File: src/hdl/gpio_port_pkg.sv
// shared types and constants of the port expander core
package gpio_port_pkg;
    localparam int         NUM_PORTS        = 9;
    localparam logic [7:0] PORT_FIRST_ADDR  = 8'h01;
    localparam logic [7:0] PORT_LAST_ADDR   = 8'h09;
    localparam logic [7:0] LOCK_LOW_ADDR    = 8'h72;
    localparam logic [7:0] LOCK_HIGH_ADDR   = 8'h73;
    localparam int         DIR_BIT          = 7;
    localparam int         IRQ_EN_BIT       = 5;
    localparam int         DEBOUNCE_EN_BIT  = 2;
    localparam int         FLAG_BIT         = 1;
    localparam int         LEVEL_BIT        = 0;
    localparam int         LOCK_LOW_LSB     = 3;
    localparam int         LOCK_CFG_BIT     = 1;
    localparam int         LOCK_HIGH_PORTS  = 4;
    localparam logic [7:0] PORT_POR         = 8'h80;
    localparam int         CLK_MHZ          = 250;
    localparam int         DEBOUNCE_MS      = 31;
    localparam int         DEBOUNCE_CYCLES  = DEBOUNCE_MS * CLK_MHZ * 1000;

    // register access request from the serial interface engine
    typedef struct packed {
        logic       rd;
        logic       wr;
        logic [7:0] addr;
        logic [7:0] wdata;
    } reg_req_t;

    // output settings of one port as seen by the waveform logic
    typedef struct packed {
        logic       is_input;
        logic       push_pull;
        logic       blink_sel;
        logic [4:0] duty;
    } port_cfg_t;
endpackage : gpio_port_pkg

File: src/hdl/gpio_port_core.sv
// per-port control, lock, debounce, change detection and interrupt core
`timescale 1ns/1ps

module gpio_port_core
    import gpio_port_pkg::*;
#(
    parameter int DEBOUNCE_TICKS = DEBOUNCE_CYCLES
)(
    input  wire logic                      CLK,
    input  wire logic                      RESET_N,
    input  wire logic                      HW_RESET_N,
    input  wire reg_req_t                  REG_REQ,
    input  wire logic                      BUS_READ_ACTIVE,
    input  wire logic                      BUS_STOP,
    input  wire logic                      CFG_RESTORE_DEFAULTS,
    input  wire logic                      CFG_CLEAR_TIMERS,
    input  wire logic [NUM_PORTS-1:0]      PORT_IN,
    input  wire logic [NUM_PORTS-1:0]      LOGIC_ARRAY_OUT,
    output logic      [7:0]                REG_RDATA,
    output port_cfg_t [NUM_PORTS-1:0]      PORT_CFG,
    output logic                           CONFIG_LOCK,
    output logic                           INT_N,
    output logic                           INT_STATUS_N,
    output logic                           TRANSITION_N,
    output logic                           BUS_ABORT,
    output logic                           TIMER_CLEAR
);
    typedef struct packed {
        logic [NUM_PORTS-1:0][7:0] ctrl;
        logic [NUM_PORTS-1:0]      lock_port;
        logic                      lock_cfg;
        logic [NUM_PORTS-1:0]      sync1;
        logic [NUM_PORTS-1:0]      sync2;
        logic [NUM_PORTS-1:0]      sample;
        logic [NUM_PORTS-1:0]      deb;
        logic [NUM_PORTS-1:0]      snap;
        logic [NUM_PORTS-1:0]      flag;
        logic [31:0]               cnt;
        logic                      intr;
        logic                      pend;
        logic [7:0]                rdata;
        logic                      abort;
        logic                      tclr;
        logic                      trans_n;
    } state_t;

    localparam state_t STATE_POR = '{ctrl: {NUM_PORTS{PORT_POR}}, trans_n: 1'b1, default: '0};

    state_t               state;
    state_t               next_state;
    logic   [1:0]         hw_sync;
    logic                 hw_active;
    logic                 tick;
    logic                 is_port;
    logic   [3:0]         idx;
    logic   [NUM_PORTS-1:0] level;
    logic   [NUM_PORTS-1:0] monitored;
    logic   [NUM_PORTS-1:0] rd_port;
    logic   [NUM_PORTS-1:0] event_irq;
    logic   [NUM_PORTS-1:0] live_irq;

    // hardware reset: asynchronous assert, synchronous release
    always_ff @(posedge CLK or negedge HW_RESET_N)
    begin
        if (!HW_RESET_N)
            hw_sync <= 2'b00;
        else
            hw_sync <= {hw_sync[0], 1'b1};
    end

    assign hw_active = !hw_sync[1];

    always_comb
    begin
        next_state = state;
        next_state.sync1 = PORT_IN;
        next_state.sync2 = state.sync1;
        tick = (state.cnt == 32'(DEBOUNCE_TICKS - 1));
        next_state.cnt = tick ? 32'h0000_0000 : state.cnt + 32'h0000_0001;
        is_port = !hw_active && (REG_REQ.addr >= PORT_FIRST_ADDR)
                  && (REG_REQ.addr <= PORT_LAST_ADDR);
        idx = 4'(REG_REQ.addr - PORT_FIRST_ADDR);
        for (int p = 0; p < NUM_PORTS; p++)
        begin
            // inputs and logic array outputs are watched; plain outputs never
            monitored[p] = state.ctrl[p][DIR_BIT] || LOGIC_ARRAY_OUT[p];
            level[p] = state.ctrl[p][DEBOUNCE_EN_BIT] ? state.deb[p] : state.sync2[p];
            if (tick)
            begin
                next_state.sample[p] = state.sync2[p];
                if (state.sync2[p] == state.sample[p])
                    next_state.deb[p] = state.sync2[p];
            end
            rd_port[p] = is_port && REG_REQ.rd && (idx == 4'(p));
            // flag sets on any change, enabled or not
            if (monitored[p] && (level[p] != state.snap[p]))
                next_state.flag[p] = 1'b1;
            // read snapshots the level and clears the flag in the same cycle
            if (rd_port[p])
            begin
                next_state.snap[p] = level[p];
                next_state.flag[p] = 1'b0;
            end
            event_irq[p] = monitored[p] && (level[p] != state.snap[p]) && !state.flag[p]
                           && !rd_port[p] && state.ctrl[p][IRQ_EN_BIT];
            live_irq[p] = state.flag[p] && monitored[p] && state.ctrl[p][IRQ_EN_BIT];
            // locked port keeps every writable bit, input or output
            if (is_port && REG_REQ.wr && (idx == 4'(p)) && !state.lock_port[p])
                next_state.ctrl[p] = REG_REQ.wdata;
        end
        // lock bits accumulate ones only until a hardware reset with restore defaults clears them
        if (!hw_active && REG_REQ.wr && (REG_REQ.addr == LOCK_LOW_ADDR))
        begin
            next_state.lock_port[4:0] = state.lock_port[4:0]
                                        | REG_REQ.wdata[7:LOCK_LOW_LSB];
            next_state.lock_cfg = state.lock_cfg | REG_REQ.wdata[LOCK_CFG_BIT];
        end
        if (!hw_active && REG_REQ.wr && (REG_REQ.addr == LOCK_HIGH_ADDR))
            next_state.lock_port[NUM_PORTS-1:5] = state.lock_port[NUM_PORTS-1:5]
                                      | REG_REQ.wdata[LOCK_HIGH_PORTS-1:0];
        // read data
        if (!hw_active && REG_REQ.rd)
        begin
            if (is_port)
            begin
                if (state.ctrl[idx][DIR_BIT])
                    next_state.rdata = {state.ctrl[idx][7:2], state.flag[idx], level[idx]};
                else
                    next_state.rdata = state.ctrl[idx];
            end
            else if (REG_REQ.addr == LOCK_LOW_ADDR)
                next_state.rdata = {state.lock_port[4:0], 1'b0, state.lock_cfg, 1'b0};
            else if (REG_REQ.addr == LOCK_HIGH_ADDR)
                next_state.rdata = {4'h0, state.lock_port[NUM_PORTS-1:5]};
            else
                next_state.rdata = 8'h00;
        end
        // interrupt: released by any port read; new events win over the release unless a bus read is active, then they only set pend
        if (|rd_port)
            next_state.intr = 1'b0;
        if (|event_irq)
        begin
            if (BUS_READ_ACTIVE)
                next_state.pend = 1'b1;
            else
                next_state.intr = 1'b1;
        end
        if (BUS_STOP && !BUS_READ_ACTIVE)
        begin
            next_state.pend = 1'b0;
            if (state.pend && (|live_irq))
                next_state.intr = 1'b1;
        end
        // hardware reset effects; the interrupt state is left alone
        if (hw_active && CFG_RESTORE_DEFAULTS)
        begin
            next_state.ctrl = STATE_POR.ctrl;
            next_state.lock_port = '0;
            next_state.lock_cfg = 1'b0;
        end
        next_state.abort = hw_active;
        next_state.tclr = hw_active && CFG_CLEAR_TIMERS;
        next_state.trans_n = ~|next_state.flag;
    end

    always_ff @(posedge CLK)
    begin
        if (!RESET_N)
            state <= STATE_POR;
        else
            state <= next_state;
    end

    // outputs straight from the state register
    always_comb
    begin
        for (int p = 0; p < NUM_PORTS; p++)
            PORT_CFG[p] = port_cfg_t'(state.ctrl[p]);
    end

    assign REG_RDATA    = state.rdata;
    assign CONFIG_LOCK  = state.lock_cfg;
    assign INT_N        = !state.intr;
    assign INT_STATUS_N = !state.intr;
    assign TRANSITION_N = state.trans_n;
    assign BUS_ABORT    = state.abort;
    assign TIMER_CLEAR  = state.tclr;
endmodule : gpio_port_core

File: config.mk
export PLATFORM = sky130hd
export DESIGN_NAME = gpio_port_core
export DESIGN_NICKNAME = d
export VERILOG_FILES = /design/src/hdl/gpio_port_pkg.sv /design/src/hdl/gpio_port_core.sv
export SDC_FILE = /design/constraint.sdc
export NUM_CORES = 1
export LEC_CHECK = 0
export ABC_AREA = 0
export BUFFER_PORTS_ARGS = -buffer_cell sky130_fd_sc_hd__buf_2
export CORE_MARGIN = 2
export CORE_UTILIZATION = 57
export CTS_CLUSTER_DIAMETER = 100
export DETAILED_ROUTE_END_ITERATION = 10
export GPL_TIMING_DRIVEN = 0
export PLACE_DENSITY = 0.82
export SYNTH_ARGS = -nofsm -noshare
export SYNTH_HDL_FRONTEND = slang
export SYNTH_SLANG_ARGS = --single-unit
File: constraint.sdc
create_clock -name CLK -period 2.7 [get_ports CLK]
set_input_delay 0.405 -clock CLK [delete_from_list [all_inputs] [get_ports CLK]]
set_output_delay 0.405 -clock CLK [all_outputs]
set_load 0.005 [all_outputs]
==> out/qor.csv <==
metric;value;unit
Final Hold Fails;0;
DIE AREA;0.0163;mm^2
cell with the most instances after synthesis;dfxtp_1;
drt total wl;23.8;mm
Yosys cell types;66;
WS Path Type;primary input to register;
fillers;1157;
status;complete, no violations;
height of the die;128;um
YS warnings;0;
Top-Level Pins;129;
CTS max path bufs;2;
ant diodes;0;
Core Util, Final;69.0;%
Fmax achieved;0.379;GHz
Port Buffers;119;
post-synth net total;999;
sw power;1290;uW
leakage;0.00468;uW
Starting Density;57.9;%
max-slew violation count;0;
critical-path maximum fanout;10;
Synth area leader;dfxtp_1;
part of the power in registers;50.5;%
Root Driver;clkbuf_16;
CTS tree;built;
Pint;4180;uW
Final Non-Filler Cells;1305;
grt met2 use;46.8;%
Clock Latency Late Sink;0.43;ns
DR WL/cell;18.2;um
mapped cell area;0.00874;mm^2
overall power;5460;uW
worst-margin pin slew;0.805;ns
share of post-route cells with drive strength above 1;27.8;%
Initial DRT Pass Iterations;5;
Worst EP arrival;2.96;ns
CTS H-tree depth;4;
sequential-to-total area share from yosys stat;42.0;%
cts bufs inserted;17;
Antenna Violating Nets Remaining;0;
Final WS setup;0.0615;ns
clock transition at the registers of the reported paths;0.07;ns
Clock Power Share;42.3;%
nets@finish;1154;
post-place setup slack;-0.814;ns
fraction of registers with async set/reset;1.09;%
met1 usage;38.1;%
die outline width;128;um
DRC viols;0;
Worst Hold Class;primary input to register;
Slew headroom;46.0;%
largest cells by area after synthesis;dfxtp_1 (41%), mux2i_1 (9.5%), buf_4 (7.0%), nor2_1 (6.6%), mux4_2 (5.2%);
Iter 0 DRT Violations;836;
VDD IR max;485;uV
Core Area;0.0151;mm^2
R2R Setup Slk;0.18;ns
synth cell count leaders;dfxtp_1 (181), nor2_1 (154), mux2i_1 (83);
FP Rows;45;
Final setup viols;0;
routed vias;7610;
vias per cell;5.83;
area grow syn2layout;19.1;%
total grt overflow;0;
Primary FF master, synth;dfxtp_1;
min cycle time layout;2.64;ns
Power Density;525;mW/mm^2
gr usage total;28.8;%
initial antenna violation count;0;
worst hold stages;2;
Avg Cell Area, Syn;9.20;um^2
Max Cap Viol;0;
Comb power frac;7.3;%
Gate Count Post-Synth;950;
Net Sw Frac;23.5;%
Clock Skews;0.00687;ns
critical path capture point type;register;
routability cong.;0.946;
M3 GR Usage;5.55;%
largest net degree at the start of global routing;17;
CP Launch Type;primary input;
Tcrit/Tclk final;97.7;%
CTS sink count;183;
area share of the largest cell type after synthesis;41.5;%
grt peak-use layer;met2;
Critical Path RT;3.03;ns
R2R cell count;8;
Post-synth EDFFs;0;
half-perimeter wire length after detailed placement;16.9;mm
vias in the first global route;6916;
Seq cells post-synth;183;
first-pass GRT wire length;36.4;mm
placed cells;1257;
## power groups by stage
stage          Combinational [uW]  Sequential, uW  Clock, uW
2_1_floorplan                 231            2810          0
4_1_cts                       363            2750       2330
5_1_grt                       425            2760       2420
3_5_place_dp                  353            2810          0
6_report                      397            2760       2310
3_3_place_gp                  350            2810          0
## layout by cell type, fill, tap and decap left out, types with 4 or more instances in the layout
master	instances
xor2_1	16
and4_1	4
and3_1	6
nor4b_1	6
dfxtp_1	181
a21oi_1	40
buf_2	124
mux4_2	20
buf_6	6
clkbuf_16	17
nand2_1	50
o211ai_1	13
nand3b_1	6
nor4_1	8
clkbuf_1	34
a211oi_1	4
o21ai_0	31
nor3_1	5
nor2b_1	4
mux2i_1	83
a22oi_1	4
a222oi_1	6
or3_1	4
buf_4	102
nand4b_1	4
inv_1	18
nand4_1	11
and2_1	35
ha_1	5
nand3_1	20
xnor2_1	21
clkinv_2	5
nor2_1	151
## sequential cells by signal (all words and copies together) (netlist names)
signal,cells
state,88
PORT_CFG,72
next_state,9
REG_RDATA,8
hw_sync,2
BUS_ABORT,1
CONFIG_LOCK,1
TIMER_CLEAR,1
TRANSITION_N,1
## critical path, stage by stage
cell and delay, ns:
buf_2 0.12, buf_6 0.14, buf_12 0.13, buf_12 0.13
inv_1 0.10, ha_2 0.18, buf_6 0.14, nor2b_1 0.17
a32o_2 0.31, nor2b_2 0.31, nor4b_1 0.09, nor4_1 0.28
nand4_1 0.18, a31o_2 0.27
## kinds of logic (layout without fill, tap and decap cells)
| group | count (synthesis) | in the layout | synth area share, % |
|---|---|---|---|
| DFF | 183 | 183 | 42.0 |
| muxes | 104 | 104 | 14.8 |
| AOI/OAI and AO/OA | 127 | 127 | 9.34 |
| and+or+nand+nor | 339 | 339 | 18.8 |
| adders and majority gates | 6 | 6 | 0.859 |
| xor gates and xnor gates | 37 | 37 | 3.71 |
| buffers and inverters | 153 | 320 | 10.4 |
| other | 1 | 1 | 0.0429 |
## final timing paths
check	start	endpoint
worst max-delay path	REG_REQ[8]	state[11]$_SDFFE_PP0P_
worst min-delay path	PORT_IN[6]	next_state[87]$_SDFF_PN0_
worst max register to register	state[13]$_SDFF_PP0_	state[72]$_SDFFE_PN0P_
worst min register to register	hw_sync[0]$_DFF_PN0_	hw_sync[1]$_DFF_PN0_
max in group asynchronous	HW_RESET_N	hw_sync[1]$_DFF_PN0_
min in group asynchronous	HW_RESET_N	hw_sync[0]$_DFF_PN0_
## per-stage QoR
step           hold slack (ns)  TNS [ns]  instance area (um^2)
2_1_floorplan            0.109   -0.0619                  8830
3_3_place_gp             0.193    -33.84                  9660
3_5_place_dp             0.194    -34.89                  9660
4_1_cts                  0.168   -0.0208                 10200
5_1_grt                  0.182   -0.0170                 10400
6_report                 0.176         0                 10400
## what timing repair did
item                                   4_1_cts  5_1_grt
setup endpoints to repair                   16      103
pin swaps                                    4        4
endpoints found under the hold margin        2        0
buffers inserted                             1       16
gates resized for setup                     10       17
hold buffers                                 1        0
## cell type report
cell class / instances / area, um^2 / area share, %
multi-input combinational: 614 / 4240 / 40.7
inverter: 18 / 67.6 / 0.649
sequential: 183 / 3670 / 35.3
clock buffer: 22 / 454 / 4.36
clock inverter: 9 / 78.8 / 0.757
timing repair buffer: 137 / 733 / 7.04
tap: 188 / 235 / 2.26
buffer: 134 / 930 / 8.93
## metal layers
layer | vias to the layer above | routed length [um] | share of wire, %
met1 | 3648 | 9950 | 42
met3 | 54 | 1930 | 8.1
met4 | 0 | 639 | 2.7
met2 | 389 | 11200 | 47
met5 | - | 0 | 0
li1 | 3519 | - | -
Note: power is estimated with default switching activity, not from simulation.
